**config.mk**
```make
export PLATFORM = sky130hd
export DESIGN_NAME = drive_safety_seq
export DESIGN_NICKNAME = d
export VERILOG_FILES = /design/src/rtl/drive_safety_pkg.sv /design/src/rtl/drive_safety_seq.sv /design/src/rtl/safety_param_store.sv
export SDC_FILE = /design/constraint.sdc
export NUM_CORES = 1
export LEC_CHECK = 0
export CORE_MARGIN = 2
export CORE_UTILIZATION = 33
export DETAILED_ROUTE_END_ITERATION = 16
export DONT_BUFFER_PORTS = 1
export GPL_TIMING_DRIVEN = 0
export PLACE_DENSITY = 0.59
export SYNTH_ARGS = -nofsm -noshare
export SYNTH_HDL_FRONTEND = slang
export SYNTH_SLANG_ARGS = --single-unit
```
**constraint.sdc**
```tcl
create_clock -name I_REF_CLK -period 2.9 [get_ports I_REF_CLK]
set_input_delay 0.29 -clock I_REF_CLK [delete_from_list [all_inputs] [get_ports I_REF_CLK]]
set_output_delay 0.29 -clock I_REF_CLK [all_outputs]
set_load 0.05 [all_outputs]
```
**src/rtl/drive_safety_pkg.sv**
```systemverilog
// Constants, carriers and state codes for the drive safety interlock sequencer.
// Assumes a single 100 MHz system clock and a synchronous power-on reset.
// Summary of operation
// - Torque cutoff during controlled stop removes torque at once; motor coasts.
// - Torque cutoff during limited speed removes torque at once.
// - Restart with limit: ramp-stop, deselect cutoff, run within five seconds.
// - Controlled stop under limit brakes on quick ramp, cuts torque at standstill.
// - Ramp-stop or quick-stop during controlled stop changes nothing.
// - Coast-stop during controlled stop cuts torque at once.
// - Ramp or quick stop under limit brakes on matching ramp, checks limit.
// - Coast-stop during limited speed cuts torque at once.
// - Window expiry enters lock state; late run ignored until cutoff cycled.
// - Parameter changes need 32-bit password, factory zero, user range 1..all ones.
// - Parameters held twice and continuously checked by checksums after commissioning.
// - Torque-removal circuits tested at power-on, each cutoff selection, each extended test.
// - Extended test starts on selectable trigger and tests both circuit groups.
// - Two readable countdowns give remaining extended and basic test time.
// - Countdown expiry raises matching alarm without stopping the drive.
// - Basic alarm on status bit 31, extended alarm on status bit 1.
// - Status shows whether load speed monitoring runs under limited speed.
package drive_safety_pkg;

    localparam int CLK_HZ = 100_000_000;
    localparam int TICK_PERIOD_S = 1;
    localparam int TICK_CYCLES_DFLT = CLK_HZ * TICK_PERIOD_S;
    localparam int RESTART_WINDOW_S = 5;
    localparam int RESTART_WINDOW_TICKS = RESTART_WINDOW_S / TICK_PERIOD_S;

    localparam logic [31:0] FACTORY_PASSWORD = 32'h0000_0000;
    localparam logic [15:0] CRC_POLY = 16'h1021;
    localparam logic [15:0] CRC_INIT = 16'hffff;

    // Status word layout
    localparam int STAT_TORQUE_OFF_BIT = 0;
    localparam int EXT_ALARM_BIT = 1;
    localparam int STAT_LOAD_MON_BIT = 4;
    localparam int STAT_PARAM_FAULT_BIT = 8;
    localparam int BASIC_ALARM_BIT = 31;

    typedef struct packed {
        logic torque_cutoff;
        logic controlled_stop;
        logic limited_speed;
    } sel_t;

    typedef struct packed {
        logic run;
        logic ramp_stop_cmd;
        logic coast_stop_cmd;
        logic quick_stop_cmd;
    } cmd_t;

    typedef enum logic [1:0] {
        RAMP_NONE = 2'h0,
        RAMP_NORMAL = 2'h1,
        RAMP_QUICK = 2'h2
    } ramp_t;

    typedef enum logic [6:0] {
        ST_IDLE = 7'h01,
        ST_RUN = 7'h02,
        ST_CSTOP = 7'h04,
        ST_LSTOP = 7'h08,
        ST_CUTOFF = 7'h10,
        ST_WINDOW = 7'h20,
        ST_LOCK = 7'h40
    } state_t;

endpackage : drive_safety_pkg

```
**src/rtl/drive_safety_seq.sv**
```systemverilog
// Drive safety interlock sequencer: stop-function interaction, restart window,
// password, duplicated parameter checking and test-stop monitoring.
// Assumes controller selections and commands arrive asynchronously on pins.
`timescale 1ns/1ps
module drive_safety_seq
    import drive_safety_pkg::*;
#(
    parameter int TICK_CYCLES = TICK_CYCLES_DFLT,
    parameter int AW = 4,
    parameter int DW = 16,
    parameter int TW = 32
) (
    // Clock and reset
    input wire logic I_REF_CLK,
    input wire logic I_SRST,
    // Selections, commands and speed feedback (asynchronous)
    input wire sel_t I_SEL,
    input wire cmd_t I_CMD,
    input wire logic I_STANDSTILL,
    input wire logic I_OVER_LIMIT,
    input wire logic [3:0] I_TEST_SRC,
    // Test configuration
    input wire logic [1:0] I_EXT_TRIG_SEL,
    input wire logic [TW-1:0] I_BASIC_INTERVAL,
    input wire logic [TW-1:0] I_EXT_INTERVAL,
    // Password and parameter access
    input wire logic I_PWD_ENTER,
    input wire logic I_PWD_CHANGE,
    input wire logic I_PWD_LOCK,
    input wire logic [31:0] I_PWD_VALUE,
    input wire logic I_PAR_WR,
    input wire logic [1:0] I_PAR_COPY,
    input wire logic [AW-1:0] I_PAR_ADDR,
    input wire logic [DW-1:0] I_PAR_DATA,
    input wire logic I_COMMISSIONED,
    // Drive control
    output logic O_TORQUE_EN,
    output ramp_t O_RAMP,
    output logic O_SPEED_LIMIT_EN,
    output state_t O_STATE,
    // Test and status
    output logic O_BASIC_TEST,
    output logic O_EXT_TEST,
    output logic [TW-1:0] O_BASIC_TIME_LEFT,
    output logic [TW-1:0] O_EXT_TIME_LEFT,
    output logic [31:0] O_STATUS,
    output logic O_UNLOCKED,
    output logic O_PWD_REJECT,
    output logic O_PARAM_FAULT
);
    localparam int SW = 13;
    localparam logic [TW-1:0] WIN_LOAD = TW'(RESTART_WINDOW_TICKS);

    // Two-stage synchroniser for selection, command, speed feedback and test-source inputs
    logic [SW-1:0] sync1_reg, sync2_reg;
    always_ff @(posedge I_REF_CLK) begin
        sync1_reg <= {I_SEL, I_CMD, I_STANDSTILL, I_OVER_LIMIT, I_TEST_SRC};
        sync2_reg <= sync1_reg;
    end

    sel_t sel;
    cmd_t cmd;
    logic standstill, over_limit;
    logic [3:0] test_src;
    assign {sel, cmd, standstill, over_limit, test_src} = sync2_reg;

    // One-second tick prescaler
    logic [31:0] pre_reg, pre_next;
    logic tick;
    assign tick = (pre_reg == 32'(TICK_CYCLES - 1));
    always_comb begin
        pre_next = tick ? 32'h0 : pre_reg + 32'h1;
    end
    always_ff @(posedge I_REF_CLK) begin
        if (I_SRST) begin
            pre_reg <= 32'h0;
        end else begin
            pre_reg <= pre_next;
        end
    end

    // Edge history
    logic tc_prev_reg, src_prev_reg, por_reg;
    logic tc_rise, tc_fall, src_sel, ext_start;
    assign src_sel = test_src[I_EXT_TRIG_SEL];
    assign tc_rise = sel.torque_cutoff && !tc_prev_reg;
    assign tc_fall = !sel.torque_cutoff && tc_prev_reg;
    assign ext_start = src_sel && !src_prev_reg;
    always_ff @(posedge I_REF_CLK) begin
        if (I_SRST) begin
            tc_prev_reg <= 1'b0;
            src_prev_reg <= 1'b0;
            por_reg <= 1'b1;
        end else begin
            tc_prev_reg <= sel.torque_cutoff;
            src_prev_reg <= src_sel;
            por_reg <= 1'b0;
        end
    end

    // Sequencer state
    state_t state_reg, state_next;
    ramp_t ramp_reg, ramp_next;
    logic stop_seen_reg, stop_seen_next;
    logic [TW-1:0] win_reg, win_next;
    logic braking, torque_off;
    assign braking = (state_reg == ST_CSTOP) || (state_reg == ST_LSTOP);
    assign torque_off = !(braking || state_reg == ST_RUN);

    always_comb begin
        state_next = state_reg;
        ramp_next = ramp_reg;
        case (state_reg)
            ST_IDLE: begin
                if (sel.torque_cutoff) begin
                    state_next = ST_CUTOFF;
                end else if (sel.limited_speed) begin
                    state_next = ST_WINDOW;
                end else if (cmd.run && !sel.controlled_stop) begin
                    state_next = ST_RUN;
                end
            end
            ST_RUN: begin
                if (sel.torque_cutoff || cmd.coast_stop_cmd) begin
                    state_next = ST_CUTOFF;
                end else if (sel.controlled_stop) begin
                    state_next = ST_CSTOP;
                    ramp_next = RAMP_QUICK;
                end else if (cmd.quick_stop_cmd) begin
                    state_next = ST_LSTOP;
                    ramp_next = RAMP_QUICK;
                end else if (cmd.ramp_stop_cmd) begin
                    state_next = ST_LSTOP;
                    ramp_next = RAMP_NORMAL;
                end
            end
            ST_CSTOP: begin
                // Ramp-stop and quick-stop leave the quick ramp untouched; coast-stop cuts torque
                if (sel.torque_cutoff || cmd.coast_stop_cmd || standstill) begin
                    state_next = ST_CUTOFF;
                end
            end
            ST_LSTOP: begin
                if (sel.torque_cutoff || cmd.coast_stop_cmd || standstill) begin
                    state_next = ST_CUTOFF;
                end else if (sel.limited_speed && over_limit) begin
                    state_next = ST_CUTOFF;
                end
            end
            ST_CUTOFF: begin
                if (!sel.torque_cutoff && !sel.controlled_stop && stop_seen_reg) begin
                    state_next = sel.limited_speed ? ST_WINDOW : ST_IDLE;
                end
            end
            ST_WINDOW: begin
                if (sel.torque_cutoff || sel.controlled_stop) begin
                    state_next = ST_CUTOFF;
                end else if (!sel.limited_speed) begin
                    state_next = ST_IDLE;
                end else if (cmd.run && win_reg != '0) begin
                    state_next = ST_RUN;
                end else if (win_reg == '0) begin
                    state_next = ST_LOCK;
                end
            end
            ST_LOCK: begin
                // Run ignored until cutoff has been selected and released
                if (tc_fall) begin
                    state_next = ST_WINDOW;
                end
            end
            default: begin
                state_next = ST_CUTOFF;
            end
        endcase
        if (state_next == ST_RUN) begin
            ramp_next = RAMP_NONE;
        end
        // A ramp-stop while torque is off is remembered until the next run
        stop_seen_next = stop_seen_reg;
        if (state_next == ST_RUN) begin
            stop_seen_next = 1'b0;
        end
        if (torque_off && cmd.ramp_stop_cmd) begin
            stop_seen_next = 1'b1;
        end
        win_next = win_reg;
        if (state_next == ST_WINDOW && state_reg != ST_WINDOW) begin
            win_next = WIN_LOAD;
        end else if (tick && win_reg != '0) begin
            win_next = win_reg - TW'(1);
        end
    end

    always_ff @(posedge I_REF_CLK) begin
        if (I_SRST) begin
            state_reg <= ST_CUTOFF;
            ramp_reg <= RAMP_NONE;
            stop_seen_reg <= 1'b0;
            win_reg <= '0;
        end else begin
            state_reg <= state_next;
            ramp_reg <= ramp_next;
            stop_seen_reg <= stop_seen_next;
            win_reg <= win_next;
        end
    end

    assign O_STATE = state_reg;
    assign O_TORQUE_EN = !torque_off;
    assign O_RAMP = braking ? ramp_reg : RAMP_NONE;
    assign O_SPEED_LIMIT_EN = sel.limited_speed && !torque_off;

    // Test-stop monitoring: channel 0 basic, channel 1 extended
    logic [1:0] test_now;
    logic [1:0] alarm;
    logic [TW-1:0] interval [2];
    logic [TW-1:0] left_reg [2];
    logic [TW-1:0] left_next [2];
    logic btest_reg, etest_reg;
    assign test_now[1] = ext_start;
    assign test_now[0] = por_reg || tc_rise || ext_start;
    assign interval[0] = I_BASIC_INTERVAL;
    assign interval[1] = I_EXT_INTERVAL;

    for (genvar ch = 0; ch < 2; ch++) begin : g_test
        always_comb begin
            left_next[ch] = left_reg[ch];
            if (test_now[ch]) begin
                left_next[ch] = interval[ch];
            end else if (tick && left_reg[ch] != '0) begin
                left_next[ch] = left_reg[ch] - TW'(1);
            end
        end
        always_ff @(posedge I_REF_CLK) begin
            if (I_SRST) begin
                left_reg[ch] <= '0;
            end else begin
                left_reg[ch] <= left_next[ch];
            end
        end
        // Alarm only reports; sequencer is not affected
        assign alarm[ch] = (left_reg[ch] == '0);
    end

    always_ff @(posedge I_REF_CLK) begin
        if (I_SRST) begin
            btest_reg <= 1'b0;
            etest_reg <= 1'b0;
        end else begin
            btest_reg <= test_now[0];
            etest_reg <= test_now[1];
        end
    end
    assign O_BASIC_TEST = btest_reg;
    assign O_EXT_TEST = etest_reg;
    assign O_BASIC_TIME_LEFT = left_reg[0];
    assign O_EXT_TIME_LEFT = left_reg[1];

    // Password
    logic [31:0] pwd_reg, pwd_next;
    logic unl_reg, unl_next, rej_reg, rej_next;
    always_comb begin
        pwd_next = pwd_reg;
        unl_next = unl_reg;
        rej_next = 1'b0;
        if (I_PWD_LOCK) begin
            unl_next = 1'b0;
        end else if (I_PWD_ENTER) begin
            unl_next = (I_PWD_VALUE == pwd_reg);
            rej_next = (I_PWD_VALUE != pwd_reg);
        end else if (I_PWD_CHANGE) begin
            if (unl_reg && I_PWD_VALUE != FACTORY_PASSWORD) begin
                pwd_next = I_PWD_VALUE;
            end else begin
                rej_next = 1'b1;
            end
        end
    end
    always_ff @(posedge I_REF_CLK) begin
        if (I_SRST) begin
            pwd_reg <= FACTORY_PASSWORD;
            unl_reg <= 1'b0;
            rej_reg <= 1'b0;
        end else begin
            pwd_reg <= pwd_next;
            unl_reg <= unl_next;
            rej_reg <= rej_next;
        end
    end
    assign O_UNLOCKED = unl_reg;
    assign O_PWD_REJECT = rej_reg;

    // Duplicated parameters and continuous checksum scan
    logic [DW-1:0] rd_a, rd_b;
    logic [AW-1:0] scan_reg, scan_next, rda_reg;
    logic rdv_reg, ref_ok_reg, ref_ok_next, flt_reg, flt_next;
    logic [15:0] crc_reg, crc_next, ref_reg, ref_next, crc_word;

    safety_param_store #(.AW(AW), .DW(DW)) u_store (
        .i_clk(I_REF_CLK),
        .i_wr(I_PAR_WR && unl_reg && !I_COMMISSIONED),
        .i_wr_copy(I_PAR_COPY),
        .i_wr_addr(I_PAR_ADDR),
        .i_wr_data(I_PAR_DATA),
        .i_rd_addr(scan_reg),
        .o_rd_a(rd_a),
        .o_rd_b(rd_b)
    );

    function automatic logic [15:0] crc_step(input logic [15:0] c, input logic [DW-1:0] d);
        logic [15:0] r;
        r = c;
        for (int k = DW - 1; k >= 0; k--) begin
            r = (r[15] ^ d[k]) ? ({r[14:0], 1'b0} ^ CRC_POLY) : {r[14:0], 1'b0};
        end
        return r;
    endfunction : crc_step

    assign crc_word = crc_step(crc_reg, rd_a);
    always_comb begin
        scan_next = scan_reg + AW'(1);
        crc_next = crc_reg;
        ref_next = ref_reg;
        ref_ok_next = ref_ok_reg;
        flt_next = flt_reg;
        if (!I_COMMISSIONED) begin
            // Scan restarts at word 0 so the first reference covers every word
            scan_next = '0;
            crc_next = CRC_INIT;
            ref_ok_next = 1'b0;
            flt_next = 1'b0;
        end else if (rdv_reg) begin
            crc_next = crc_word;
            if (rd_a != rd_b) begin
                flt_next = 1'b1;
            end
            if (rda_reg == '1) begin
                crc_next = CRC_INIT;
                ref_next = crc_word;
                ref_ok_next = 1'b1;
                if (ref_ok_reg && crc_word != ref_reg) begin
                    flt_next = 1'b1;
                end
            end
        end
    end
    always_ff @(posedge I_REF_CLK) begin
        if (I_SRST) begin
            scan_reg <= '0;
            rda_reg <= '0;
            rdv_reg <= 1'b0;
            crc_reg <= CRC_INIT;
            ref_reg <= CRC_INIT;
            ref_ok_reg <= 1'b0;
            flt_reg <= 1'b0;
        end else begin
            scan_reg <= scan_next;
            rda_reg <= scan_reg;
            rdv_reg <= I_COMMISSIONED;
            crc_reg <= crc_next;
            ref_reg <= ref_next;
            ref_ok_reg <= ref_ok_next;
            flt_reg <= flt_next;
        end
    end
    assign O_PARAM_FAULT = flt_reg;

    // Status word
    always_comb begin
        O_STATUS = 32'h0;
        O_STATUS[STAT_TORQUE_OFF_BIT] = torque_off;
        O_STATUS[EXT_ALARM_BIT] = alarm[1];
        O_STATUS[STAT_LOAD_MON_BIT] = sel.limited_speed && !torque_off;
        O_STATUS[STAT_PARAM_FAULT_BIT] = flt_reg;
        O_STATUS[BASIC_ALARM_BIT] = alarm[0];
    end
endmodule : drive_safety_seq

```
**src/rtl/safety_param_store.sv**
```systemverilog
// Duplicated safety parameter memory: two copies, registered read data.
// Assumes writes and reads are on the same clock as the sequencer.
`timescale 1ns/1ps
module safety_param_store #(
    parameter int AW = 4,
    parameter int DW = 16
) (
    // Clock (no reset)
    input wire logic i_clk,
    // Write port
    input wire logic i_wr,
    input wire logic [1:0] i_wr_copy,
    input wire logic [AW-1:0] i_wr_addr,
    input wire logic [DW-1:0] i_wr_data,
    // Read port
    input wire logic [AW-1:0] i_rd_addr,
    output logic [DW-1:0] o_rd_a,
    output logic [DW-1:0] o_rd_b
);
    logic [DW-1:0] copy_a [2**AW];
    logic [DW-1:0] copy_b [2**AW];

    always_ff @(posedge i_clk) begin
        if (i_wr && i_wr_copy[0]) begin
            copy_a[i_wr_addr] <= i_wr_data;
        end
        if (i_wr && i_wr_copy[1]) begin
            copy_b[i_wr_addr] <= i_wr_data;
        end
        o_rd_a <= copy_a[i_rd_addr];
        o_rd_b <= copy_b[i_rd_addr];
    end
endmodule : safety_param_store

```
### After elaboration in Yosys (flattened, before gate mapping)

Memory sizes are Yosys's and may differ from the RTL's. A register that Yosys moved wholly into a read port is not among the register bits.
Index checks and enable logic that the tools add are counted.

* register bits after elaboration: 182
* RAM bits: 576
* input bits: 140
* logic and storage cells: 202
* memories kept: 3

* add/subtract/negate cells: 5
* $lt $le $gt $ge: 1
* eq/ne operators: 16
* muxes and demuxes: 64
* bitwise logic cells: 38
* reduce and logical (&&, ||, !) cells: 52

Memory list
* u_store.copy_a: words 16, width 16, rd ports 1, clocked after Yosys merged registers in 1, wr ports 1, RTL line safety_param_store.sv:20 `logic [DW-1:0] copy_a [2**AW];`
* u_store.copy_b: words 16, width 16, rd ports 1, clocked after Yosys merged registers in 1, wr ports 1, RTL line safety_param_store.sv:21 `logic [DW-1:0] copy_b [2**AW];`
* left_reg: words 2, width 32, rd ports 2, clocked after Yosys merged registers in 0, wr ports 2, RTL line drive_safety_seq.sv:218 `logic [TW-1:0] left_reg [2];`

Operators by type and width (count)
* $mux W13: 16
* $mux W32: 6
* $reduce_bool A32 Y1: 4
* $mux W7: 16
* $logic_not A32 Y1: 3
* $sub A32 B1 Y32 const B: 3
* $pmux W7 S7: 1
* $not A3 Y3: 16
* $add A32 B1 Y32 const B: 1
* $eq A32 B27 Y1 const B: 1
* $eq A32 B32 Y1: 1
* $ne A16 B16 Y1: 2
* $ne A32 B32 Y1: 1
* $logic_and A1 B1 Y1: 20
* $mux W1: 16
* $mux W16: 1
* $xor A1 B1 Y1: 16
* $eq A7 B2 Y1 const B: 2
* $eq A7 B6 Y1 const B: 2
* $reduce_or A2 Y1: 5
* $mux W2: 4
* $eq A7 B1 Y1 const B: 1
* $eq A7 B3 Y1 const B: 1
* $eq A7 B4 Y1 const B: 1
* other kinds (18): 36

### Depth between registers and ports, before layout

Gate-level depths: netlist (run 1).

* depth after elaboration: 36
* depth in mapped cells: 10
* mapped depth without buffers: 10

### Modules after synthesis

A second synthesis (run 1) with hierarchy kept.

* cell total of the unflattened synthesis: 2234
* area total of the unflattened synthesis: 31979.4 um^2

Modules (own cells, without submodules)
* safety_param_store: times used 1, cells an instance 866, area an instance 19941.6 um^2, seq. area each 16015.4 um^2
* drive_safety_seq: times used 1, cells an instance 1368, area an instance 12037.8 um^2, seq. area each 4924.7 um^2

### Least setup slack after synthesis (run 1)

OpenSTA, ideal clock, no wires.

* kind: register -> output
* start: memory left_reg[1][9]
* end: output port O_STATUS[1]
* arrival time: 3.354 ns
* setup slack: -0.744 ns
* cell stages (with the launch flop): 6
* buffers on the path: 1
* cell sequence: dfxtp_1 or4_1 nor3_1 clkbuf_1 nand3b_1 nor4_1

RTL lines
* from (decl): RTL line drive_safety_seq.sv:218
* to (decl): RTL line drive_safety_seq.sv:46 `output logic [31:0] O_STATUS,`

==> metrics.md, run 1 <==
| Metric | Value |
|---|---|
| Run status | `complete, but fails checks` |
| I/O Buffers | `0` |
| Crit path kind | `flop to output port` |
| Final min period | `3240 ps` |
| Buf/Inv on CP | `2` |
| DRC errors left | `0` |
| Number of synthesized flops with an enable pin | `512` |
| Slowest cell on crit path | `nor4_4` |
| Hold Slack | `82.5 ps` |
| Hold EP | `src_prev_reg` |
| NumNets Final | `2846` |
| Maximum Capacitance Violations | `0` |
| R2R Path End | `left_reg[0][25]` |
| Unrepaired setup endpoints after global routing | `true` |
| Placed Cells incl. Taps | `3700` |
| Final period util | `112%` |
| Worst-Skew Late Latency | `660 ps` |
| Leakage | `13.5 nW` |
| Layout cell share with drive strength beyond 1 | `18.8%` |
| CP cell instances | `inv_1 -> ha_2 -> inv_1 -> or4_1 -> nor4_4` |
| Worst path max stage delay | `910 ps` |
| Die area | `100000 µm²` |
| Routed wire length on met3 | `6.52 mm` |
| Mapped Area | `32300 µm²` |
| Final-layout fill cell count | `8901` |
| TritonCTS clock tree | `built` |
| CTS Sinks | `790` |
| Min-Delay Path Class | `primary input to flop` |
| Final setup fails | `4` |
| Main synth FF type | `edfxtp_1` |
| Cell repeated most along the worst path | `inv_1` |
| DRT met1 WL | `38.2 mm` |
| Power, Total | `25.5 mW` |
| I/O pin cnt | `252` |
| Global-route wire length before repair | `131 mm` |
| Reg2Reg Setup Slack | `-40 ps` |
| CTS max path bufs | `3` |
| Core area | `96900 µm²` |
| Via count of the first global-routing pass | `20800` |
| RR Startpoint | `pre_reg[20]` |
| CP endpoint kind | `output port` |
| Delay-heaviest family, CP | `simple AND/OR/NAND/NOR gates` |
| Multi-input gate area | `11400 µm²` |
| Total track usage | `17.5%` |
| Die height | `317 µm` |
| GRT overflow | `0` |
| Ys Warns | `0` |
| Data required, critical path | `2610 ps` |
| FF+latch count, synth | `790` |
| Sequential standard cell area | `21100 µm²` |
| Starting Density | `33.3%` |
| Worst path arrival time | `2950 ps` |
| WHS Path Cells | `2` |
| CTS buffer count | `83` |
| Worst slew pin tran | `1180 ps` |
| R2R depth | `10` |
| Failing checks | `negative setup slack` |
| Cell Pwr Density | `642 nW/µm²` |
| Hpwl dp | `61.8 mm` |
| Fmax | `308 MHz` |
| Hold path start | `I_EXT_TRIG_SEL[1]` |
| First-pass DRT Iterations | `5` |
| Via count | `20800` |
| Metal2 WL | `42.3 mm` |
| Relative slew slack | `21.1%` |
| Reg clk slew, reported paths | `60 ps` |
| Max VDD drop | `0.000535 V` |
| H-tree levels | `3` |
| Num rows | `114` |
| Final WL | `90.2 mm` |
| Fin Setup TNS | `-498 ps` |
| Final Slew Violations | `0` |
| Post-synthesis area per instance | `13.5 µm²` |
| Fin util | `41.0%` |
| CTS root buf | `clkbuf_16` |
| Fin cells | `4041` |
| Worst Slack Setup Final | `-342 ps` |
| Layout area overhead | `23.2%` |
| Routed Antenna Nets | `0` |
| Die X | `317 µm` |
| Routed vias/inst | `5.15` |
| CP startpoint kind | `flop` |
| Worst Clk Skew | `27.7 ps` |
| Routability congestion estimate | `0.885` |
| Top routing layer in use | `met4` |
| Pin count of the biggest net entering global routing | `33` |
| Final Hold Fails | `0` |
| Initial antenna violation count | `1` |
| Post-synthesis async set-or-reset flop share | `0%` |
| Critical path fanouts, max | `6` |
| Netlist cell types | `68` |
| N_diodes | `0` |
| DRT iter0 DRCs | `1692` |
| Seq/Total Area, Yosys | `64.9%` |
| WL/cell | `22.3 µm` |
| Cells after synthesis | `2384` |
[layer usage]
| metal | vias to the layer above | track usage [%] |
|---|---|---|
| li1 | 9532 | - |
| met1 | 10400 | 22.7 |
| met2 | 730 | 28.8 |
| met3 | 165 | 3.77 |
| met4 | 0 | 6.42 |
| met5 | - | 0 |
[through the flow]
stage / instance area, µm² / worst slack, ps
detailed placement: 34300 / -855
global route: 39800 / -465
floorplan: 32400 / 27.5
finish: 39800 / -342
global placement: 34000 / -833
CTS: 39200 / -344
[worst max-delay path by stage]
stage / startpoint / cells after the start / end
final: left_reg[1][0] / 5 / O_STATUS[1]
after CTS: left_reg[1][13] / 5 / O_STATUS[1]
after detailed placement: scan_reg[0] / 8 / u_store.o_rd_a[10]
after global placement: scan_reg[0] / 8 / u_store.o_rd_a[10]
after global routing: left_reg[1][18] / 4 / O_STATUS[1]
after floorplan: left_reg[0][8] / 8 / left_reg[0][22]
[report_power, final]
part           leakage, nW  switching (mW)  total, mW  internal, mW
Sequential            6.91           0.551       12.7          12.1
Clock                 1.32            4.50       10.6          6.11
Combinational         5.29            1.28       2.23         0.958
[final cells by class]
cell class / instances / area share [%]
Tap cell: 1276 / 4.02
Timing Repair Buffer: 208 / 5.53
Buffer: 140 / 1.84
Clock inverter: 45 / 1.21
Clock buffer: 104 / 5.60
Inverter: 16 / 0.183
Sequential cell: 790 / 53.0
Multi-Input combinational cell: 1462 / 28.7
[cells in the final DEF, fill, tap and decap left out, drive strengths merged, types with 39 or more instances in the layout]
| cell type | instances |
|---|---|
| nand2 | 141 |
| a21oi | 53 |
| nor2 | 264 |
| dlygate4sd3 | 131 |
| nor4 | 47 |
| mux2i | 141 |
| a211oi | 56 |
| dfxtp | 278 |
| xor2 | 108 |
| buf | 123 |
| o21ai | 81 |
| edfxtp | 512 |
| mux4 | 65 |
| nor3 | 39 |
| clkbuf | 195 |
| xnor2 | 111 |
[synth_stat cells, types with 5 or more instances]
library cell | n | area [µm²]
xnor2_1 | 110 | 963
dfxtp_1 | 278 | 5570
or3_1 | 20 | 125
a22oi_1 | 33 | 248
inv_1 | 15 | 56.3
a22o_1 | 5 | 43.8
clkbuf_1 | 87 | 327
mux4_2 | 65 | 1460
buf_2 | 5 | 25.0
nor2_1 | 264 | 991
xnor3_1 | 6 | 135
a21oi_1 | 53 | 265
a311oi_1 | 6 | 52.6
buf_1 | 20 | 75.1
nor4_2 | 5 | 62.6
nand3_1 | 30 | 150
buf_4 | 30 | 225
nand3b_1 | 9 | 67.6
nand2b_1 | 13 | 81.3
a31oi_1 | 6 | 37.5
and2_1 | 8 | 50.1
mux2_2 | 21 | 236
nand4b_1 | 8 | 70.1
nor2b_1 | 17 | 106
nor4_1 | 41 | 257
xor2_1 | 108 | 946
nand2_1 | 141 | 529
a211o_1 | 17 | 149
a221oi_1 | 32 | 280
o21ai_0 | 80 | 400
edfxtp_1 | 512 | 15400
nor3b_1 | 7 | 52.6
or4_1 | 23 | 173
mux2i_1 | 141 | 1410
a211oi_1 | 56 | 420
nand4_1 | 21 | 131
nor3_1 | 37 | 185
ha_1 | 5 | 62.6
and3_1 | 6 | 37.5
[logic make-up (layout without fill, tap and decap cells)]
| logic type | count (synthesis) | count (layout) | share of synthesized area, % |
|---|---|---|---|
| buffers and inverters | 158 | 513 | 2.21 |
| other | 1 | 27 | 0.0116 |
| AO/OA/AOI/OAI | 304 | 304 | 6.35 |
| XOR/XNOR | 226 | 226 | 6.46 |
| adder cells (fa/ha/maj) | 5 | 5 | 0.194 |
| flip-flops | 790 | 790 | 64.9 |
| AND/OR/NAND/NOR | 673 | 673 | 10.2 |
| multiplexers | 227 | 227 | 9.65 |
[timing repair]
action | in CTS | in global routing
gates resized for setup | 136 | 106
pin swaps | 23 | 22
hold buffers | 145 | 0
endpoints found under the setup margin | 346 | 265
hold endpoints to repair | 632 | 0
setup buffers | 24 | 28
No activity file was read; power rests on OpenSTA's default activity.
==> run 2: changes to the inputs <==
--- a/config.mk
+++ b/config.mk
@@ -10,7 +10,9 @@
 export DETAILED_ROUTE_END_ITERATION = 16
 export DONT_BUFFER_PORTS = 1
 export GPL_TIMING_DRIVEN = 0
+export HOLD_SLACK_MARGIN = 0.08
 export PLACE_DENSITY = 0.59
 export SYNTH_ARGS = -nofsm -noshare
 export SYNTH_HDL_FRONTEND = slang
+export SYNTH_HIERARCHICAL = 1
 export SYNTH_SLANG_ARGS = --single-unit
==> run 2 against run 1 <==
Against the previous run:
- the flow still finishes with violations (negative setup slack)
- total power about the same
- core utilization is essentially flat
- area after synthesis fell by 0.86%
- non-clock buffer count fell by 6
- sequential power about the same
- combinational power grew 8%
- routed wire length fell by 4.6%
- synthesized cell count is 6.3% lower
- register-to-register slack lost 220 ps
- clock skew shrank 0.85 ps
- sequential cell count did not move
- fmax is 2.1% higher
- highest routed layer unchanged
==> metrics.md, run 2 <==
| Metric | Value |
|---|---|
| Cell Area, Placed | `34200 µm² (-0.33%)` |
| Placed Cells incl. Taps | `3560 (-3.8%)` |
| CTS root buf | `clkbuf_16` |
| CTS buffer count | `85 (+2.4%)` |
| DRT iter0 DRCs | `1681 (-0.65%)` |
| Num rows | `114 (unchanged)` |
| Worst-Skew Late Latency | `660 ps (about the same)` |
| Seq/Total Area, Yosys | `65.5% (+0.57 points)` |
| Via count of the first global-routing pass | `20500 (-1.4%)` |
| Critical path fanouts, max | `6 (unchanged)` |
| CTS Sinks | `790 (unchanged)` |
| Most common cell after layout, fill and taps aside | `edfxtp_1` |
| Fin Setup TNS | `-2710 ps (-2220 ps)` |
| Met1 Use GR | `21.1% (-1.5 points)` |
| Core area | `96400 µm² (-0.44%)` |
| Maximum Capacitance Violations | `0 (unchanged)` |
| Max VDD drop | `0.000595 V (+11%)` |
| Pin count of the biggest net entering global routing | `33 (unchanged)` |
| CP endpoint kind | `output port` |
| Failing checks | `negative setup slack` |
| Most frequent cell after synthesis | `edfxtp_1` |
| Run status | `complete, but fails checks` |
| Commonest cells after routing, fill and taps aside | `edfxtp_1 (512), dfxtp_1 (246), nor2_1 (226), dlygate4sd3_1 (133), mux4_2 (129)` |
| GRT overflow | `0 (unchanged)` |
| Mapped Area | `32000 µm² (-0.86%)` |
| Worst slew pin tran | `1110 ps (-66.7 ps)` |
| Routability congestion estimate | `0.917 (+3.6%)` |
| RR Startpoint | `left_reg[0][2]` |
| First-pass DRT Iterations | `5 (unchanged)` |
| CP startpoint kind | `flop` |
| Die height | `315 µm (-0.43%)` |
| Synth area leaders | `edfxtp_1 (48%), dfxtp_1 (17%), mux4_2 (9.1%), xnor2_1 (3.3%), nor2_1 (3.1%)` |
| Leakage | `13.3 nW (-2.0%)` |
| Reg clk slew, reported paths | `60 ps (about the same)` |
| Min-Delay Path Class | `primary input to flop` |
| Total track usage | `16.9% (-0.55 points)` |
| I/O pin cnt | `252 (unchanged)` |
| Ys Warns | `6 (+6)` |
| Routed Antenna Nets | `0 (unchanged)` |
| Via count | `20100 (-3.4%)` |
| Cell Pwr Density | `645 nW/µm² (+0.46%)` |
| Main synth FF type | `edfxtp_1` |
| Worst path arrival time | `2880 ps (-70 ps)` |
| Layout cell share with drive strength beyond 1 | `21.6% (+2.8 points)` |
| Fin cells | `3898 (-3.5%)` |
| Number of synthesized flops with an enable pin | `512 (unchanged)` |
| WL/cell | `22.1 µm (-1.1%)` |
| Netlist cell types | `67 (-1.5%)` |
| Final setup fails | `26 (+22)` |
| Power, Total | `25.5 mW (about the same)` |
| Worst Slack Setup Final | `-275 ps (+67.4 ps)` |
| Worst Setup EP | `O_STATUS[31]` |
| TritonCTS clock tree | `built` |
| Final period util | `109% (-2.3 points)` |
| I/O Buffers | `0 (unchanged)` |
| Die area | `99400 µm² (-0.85%)` |
| Final min period | `3170 ps (-67.4 ps)` |
| Relative slew slack | `25.6% (+4.5 points)` |
| Synth area leader | `edfxtp_1` |
| Grt met3 use | `3.37% (-0.40 points)` |
| Dpl ws | `-943 ps (-88.8 ps)` |
| CTS max path bufs | `3 (unchanged)` |
| Routed vias/inst | `5.16 (+0.19%)` |
| Cells after synthesis | `2234 (-6.3%)` |
| Initial antenna violation count | `1 (unchanged)` |
| Final WL | `86.0 mm (-4.6%)` |
| Layout area overhead | `23.8%` |
| Post-synthesis async set-or-reset flop share | `0% (unchanged)` |
| Worst Clk Skew | `26.8 ps (-0.854 ps)` |
| H-tree levels | `3 (unchanged)` |
| Met2 Usage GRT | `29.4% (+0.64 points)` |
| Final Slew Violations | `0 (unchanged)` |
| Unrepaired setup endpoints after global routing | `true` |
| R2R Path End | `left_reg[0][27]` |
| Starting Density | `33.2% (-0.14 points)` |
| Post-synthesis area per instance | `14.3 µm² (+5.8%)` |
| NumNets Final | `2699 (-5.2%)` |
| Fmax | `315 MHz (+2.1%)` |
| R2R depth | `8 (-2)` |
| Data required, critical path | `2610 ps (about the same)` |
| Reg2Reg Setup Slack | `-260 ps (-220 ps)` |
| Die X | `315 µm (-0.43%)` |
| Most instantiated cells after synthesis | `edfxtp_1 (512), dfxtp_1 (278), nor2_1 (263), mux4_2 (129), xnor2_1 (122)` |
| Worst Setup SP | `left_reg[0][2]` |
| DRC errors left | `0 (unchanged)` |
| Global-route wire length before repair | `127 mm (-2.8%)` |
| Hold Slack | `114 ps (+31.9 ps)` |
| Busiest grt layer | `met2` |
| Final instance area | `39600 µm² (-0.40%)` |
| Crit path kind | `flop to output port` |
| FF+latch count, synth | `790 (unchanged)` |
| Fin util | `41.1% (about the same)` |
| Synth top area share | `48.1% (+0.42 points)` |
| Hpwl dp | `57.6 mm (-6.9%)` |
| Final Hold Fails | `0 (unchanged)` |
[run 2: changes by cell type after synthesis, sizes merged, moves of 11 or more]
cell / before / now
a211oi: 56 / 41
a21oi: 53 / 22
a221oi: 32 / 0
a22oi: 33 / 65
clkbuf: 87 / 70
mux2: 21 / 0
mux2i: 141 / 36
mux4: 65 / 129
nand2: 141 / 115
nand3: 30 / 47
o21ai: 81 / 48
xnor2: 111 / 122
xor2: 108 / 93
[run 2: area by class of cell]
cell class              count  area [µm²]
flip-flops and latches    790       21000
plain buffers             131         682
diodes                      1        2.50
clock inverters            34         330
inverters                  21        82.6
multi-input cells        1314       11200
repair buffers            211        2370
well taps                1276        1600
fillers                  8797       56800
clock buffers             120        2350
[run 2: critical path: stages (launching register included)]
cell        delay (ps)
dfxtp_4            420
or4_4              560
or4_4              470
or4_4              560
clkinvlp_4         230
[run 2: report_power, final]
group	internal [mW]	switching (mW)
Clock	5.97	4.50
Sequential	12.1	0.536
Combinational	1.05	1.36
[run 2: per-layer routing]
layer,vias up,wire [µm]
li1,9038,-
met1,10200,34700
met2,703,42800
met3,140,6140
met4,0,2400
met5,-,0
[run 2: worst min path at each step]
stage,from,endpoint,slack [ps],depth (start not counted)
floorplan,sync1_reg[0],sync2_reg[0],310,0
global placement,sync1_reg[2],sync2_reg[2],310,0
detailed placement,sync1_reg[2],sync2_reg[2],310,0
CTS,I_PAR_COPY[0],u_store/copy_a[4][13],100,2
global route,I_EXT_TRIG_SEL[0],src_prev_reg,100,2
finish,I_EXT_TRIG_SEL[0],src_prev_reg,110,2
[run 2: cells by family after synthesis]
kind of cell	after synthesis	synth area share [%]
AO/OA/AOI/OAI	228	5.03
multiplexers	165	10.2
AND/OR/NAND/NOR	666	10.2
buffers and inverters	156	2.37
other	1	0.0117
flip-flops	790	65.5
XOR/XNOR	223	6.46
adder cells (fa/ha/maj)	5	0.196
[run 2: timing repair]
item,in CTS,in global routing
buffers inserted,29,11
pin swaps,24,40
cloned,1,0
hold endpoints to repair,632,0
endpoints found under the setup margin,501,162
resized for setup,106,75
hold buffers,148,0
==> run 3: changes to the inputs <==
--- a/config.mk
+++ b/config.mk
@@ -5,13 +5,15 @@
 export SDC_FILE = /design/constraint.sdc
 export NUM_CORES = 1
 export LEC_CHECK = 0
+export CELL_PAD_IN_SITES_DETAIL_PLACEMENT = 0
+export CELL_PAD_IN_SITES_GLOBAL_PLACEMENT = 1
 export CORE_MARGIN = 2
 export CORE_UTILIZATION = 33
 export DETAILED_ROUTE_END_ITERATION = 16
 export DONT_BUFFER_PORTS = 1
 export GPL_TIMING_DRIVEN = 0
 export HOLD_SLACK_MARGIN = 0.08
-export PLACE_DENSITY = 0.59
+export PLACE_DENSITY = 0.67
 export SYNTH_ARGS = -nofsm -noshare
 export SYNTH_HDL_FRONTEND = slang
 export SYNTH_HIERARCHICAL = 1
==> constraint.sdc (replaced) <==
create_clock -name I_REF_CLK -period 2.9 [get_ports I_REF_CLK]
set_input_delay 0.145 -clock I_REF_CLK [delete_from_list [all_inputs] [get_ports I_REF_CLK]]
set_output_delay 0.145 -clock I_REF_CLK [all_outputs]
set_load 0.05 [all_outputs]
==> run 3 against run 2 <==
Against the previous run:
- the run still ends with negative setup slack left
- critical path depth is the same
- hold slack improved by 16 ps
- clock power increased by 7%
- via count decreased by 0.92%
- fmax rose by 5.7%
- non-clock buffer count up 8
- clock-buffer cell count down 19
==> metrics.md, run 3 (synthesis results as in run 2) <==
| Metric | Value |
|---|---|
| Crit path kind | `flop to output port` |
| Reg power frac | `48.2% (-1.4 points)` |
| Routed wire length on met3 | `6.85 mm (+12%)` |
| Final period util | `104% (-5.9 points)` |
| Hold Slack | `130 ps (+15.6 ps)` |
| Layout cell share with drive strength beyond 1 | `20.1% (-1.4 points)` |
| Die height | `315 µm (unchanged)` |
| Hold path start | `I_CMD[2]` |
| RR Startpoint | `left_reg[0][2]` |
| Via count of the first global-routing pass | `20400 (-0.46%)` |
| Core area | `96400 µm² (unchanged)` |
| GRT overflow | `0 (unchanged)` |
| Metal2 WL | `42.4 mm (-1.0%)` |
| DRT met1 WL | `34.5 mm (-0.54%)` |
| Worst slew pin tran | `1070 ps (-45.4 ps)` |
| Hold EP | `sync1_reg[8]` |
| Reg clk slew, reported paths | `60 ps (about the same)` |
| CTS max path bufs | `3 (unchanged)` |
| Die area | `99400 µm² (unchanged)` |
| Relative slew slack | `28.6% (+3.0 points)` |
| Worst path max stage delay | `560 ps (about the same)` |
| Run status | `complete, but fails checks` |
| Commonest cells after routing, fill and taps aside | `edfxtp_1 (512), dfxtp_1 (254), nor2_1 (228), dlygate4sd3_1 (154), mux4_2 (129)` |
| Data required, critical path | `2760 ps (+150 ps)` |
| Worst-Skew Late Latency | `650 ps (about the same)` |
| I/O pin cnt | `252 (unchanged)` |
| Reg2Reg Setup Slack | `-100 ps (+160 ps)` |
| CTS Sinks | `790 (unchanged)` |
| Routed vias/inst | `5.10 (-1.1%)` |
| Top routing layer in use | `met5` |
| Pin count of the biggest net entering global routing | `33 (unchanged)` |
| Int Pwr | `19.8 mW (+3.5%)` |
| Layout area overhead | `24.2%` |
| P_sw | `6.45 mW (+0.85%)` |
| Final setup fails | `8 (-69%)` |
| Final min period | `3000 ps (-171 ps)` |
| Cell repeated most along the worst path | `or4_4` |
| Final instance area | `39700 µm² (+0.32%)` |
| Leakage | `13.3 nW (+0.60%)` |
| Combinational share of power | `9.0% (-0.4 points)` |
| CP startpoint kind | `flop` |
| Total track usage | `16.9% (about the same)` |
| Hpwl dp | `57.3 mm (-0.43%)` |
| Cell Pwr Density | `661 nW/µm² (+2.5%)` |
| NumNets Final | `2706 (+0.26%)` |
| Fmax | `333 MHz (+5.7%)` |
| Delay-heaviest family, CP | `simple AND/OR/NAND/NOR gates` |
| WL/cell | `22.0 µm (-0.12%)` |
| Final-layout fill cell count | `8835 (+0.43%)` |
| Switching Fraction | `24.6% (-0.48 points)` |
| Worst Clk Skew | `25.7 ps (-1.17 ps)` |
| Routability congestion estimate | `0.913 (-0.43%)` |
| Critical path fanouts, max | `6 (unchanged)` |
| Global-route wire length before repair | `127 mm (-0.12%)` |
| CTS root buf | `clkbuf_16` |
| Dpl ws | `-983 ps (-39.8 ps)` |
| Max VDD drop | `0.000559 V (-6.0%)` |
| Clock Power Share | `42.8% (+1.8 points)` |
| WHS Path Cells | `1 (-1)` |
| First-pass DRT Iterations | `7 (+2)` |
| DRT iter0 DRCs | `1683 (+0.12%)` |
| Failing checks | `negative setup slack` |
| Via count | `19900 (-0.92%)` |
| I/O Buffers | `0 (unchanged)` |
| Most common cell after layout, fill and taps aside | `edfxtp_1` |
| Fin Setup TNS | `-523 ps (+2190 ps)` |
| CP cell instances | `or4_4 -> or4_4 -> or4_4 -> clkinvlp_4` |
| Starting Density | `33.2% (unchanged)` |
| Final WL | `86.1 mm (about the same)` |
| Cell Area, Placed | `34200 µm² (+0.17%)` |
| R2R Path End | `left_reg[0][19]` |
| DRC errors left | `0 (unchanged)` |
| Initial antenna violation count | `2 (+1)` |
| H-tree levels | `3 (unchanged)` |
| TritonCTS clock tree | `built` |
| Final Hold Fails | `0 (unchanged)` |
| Maximum Capacitance Violations | `0 (unchanged)` |
| CTS buffer count | `83 (-2.4%)` |
| Num rows | `114 (unchanged)` |
| Routed Antenna Nets | `0 (unchanged)` |
| Min-Delay Path Class | `primary input to flop` |
| Final Slew Violations | `0 (unchanged)` |
| Unrepaired setup endpoints after global routing | `true` |
| R2R depth | `7 (-1)` |
| Slowest cell on crit path | `or4_4` |
| Buf/Inv on CP | `1 (unchanged)` |
| CP endpoint kind | `output port` |
| Die X | `315 µm (unchanged)` |
| Worst Slack Setup Final | `-104 ps (+171 ps)` |
| Worst path arrival time | `2860 ps (-20 ps)` |
-- run 3: cell types whose count changed in the layout (fill, tap and decap cells not counted), sizes merged, moves of 4 or more --
cell / previous run / this run
buf: 142 / 129
bufinv: 3 / 12
clkbuf: 187 / 168
clkinv: 22 / 32
clkinvlp: 3 / 7
dlygate4sd3: 133 / 154
inv: 27 / 22
-- run 3: cell type report --
class	count	area (µm²)	share of cell area [%]
Inverter	21	86.3	0.217
Timing Repair Buffer	218	2500	6.29
Clock buffer	101	2250	5.66
Buffer	132	684	1.72
Tap cell	1276	1600	4.02
Multi-Input combinational cell	1315	11000	27.6
Antenna cell	1	2.50	0.00630
Clock inverter	52	666	1.68
Sequential cell	790	21000	52.8
-- run 3: worst max path at each step --
stage               startpoint                    end  slack, ps  cells past startpoint
6_report        left_reg[0][2]           O_STATUS[31]       -100                      4
5_1_grt        left_reg[0][19]        left_reg[0][28]       -170                      8
4_1_cts         left_reg[0][2]           O_STATUS[31]       -160                      4
3_5_place_dp        pre_reg[0]         left_reg[0][8]       -980                      9
3_3_place_gp        O_UNLOCKED  u_store/copy_b[13][9]      -1020                      5
2_1_floorplan   left_reg[0][3]        left_reg[0][19]        -80                      8
-- run 3: what timing repair did --
item / 4_1_cts / 5_1_grt
resized for setup: 84 / 37
pin swaps: 20 / 20
setup endpoints to repair: 498 / 105
gates cloned: 2 / 0
hold buffers: 169 / 0
buffers inserted: 15 / 8
hold endpoints to repair: 714 / 0
-- run 3: power by group through the flow --
stage / combinational, mW / clock, mW / sequential (mW)
4_1_cts: 2.33 / 11.5 / 12.7
3_5_place_dp: 1.89 / 0 / 12.9
2_1_floorplan: 1.47 / 0 / 12.8
5_1_grt: 2.56 / 11.9 / 12.7
6_report: 2.37 / 11.2 / 12.7
3_3_place_gp: 1.87 / 0 / 12.9
-- run 3: worst reg2reg max path, stage by stage (launching register included) --
cell and delay [ps]:
dfxtp_4 420, or4_4 560, or4_4 460, or2_4 270
or4_4 470, buf_8 170, or3_1 300, a311oi_1 250
-- run 3: per-layer routing --
| metal | track usage, % | vias up |
|---|---|---|
| met1 | 21.0 | 9985 |
| met3 | 3.83 | 159 |
| li1 | - | 9046 |
| met2 | 29.3 | 728 |
| met5 | 0 | - |
| met4 | 5.44 | 2 |
-- run 3: metrics by stage --
stage | std cells | total power, mW | util, %
after detailed placement | 3561 | 14.8 | 35.5
after CTS | 3897 | 26.5 | 40.9
after floorplan | 2260 | 14.3 | -
after global routing | 3906 | 27.1 | 41.2
after global placement | 3536 | 14.7 | 35.0
final | 3906 | 26.3 | 41.2
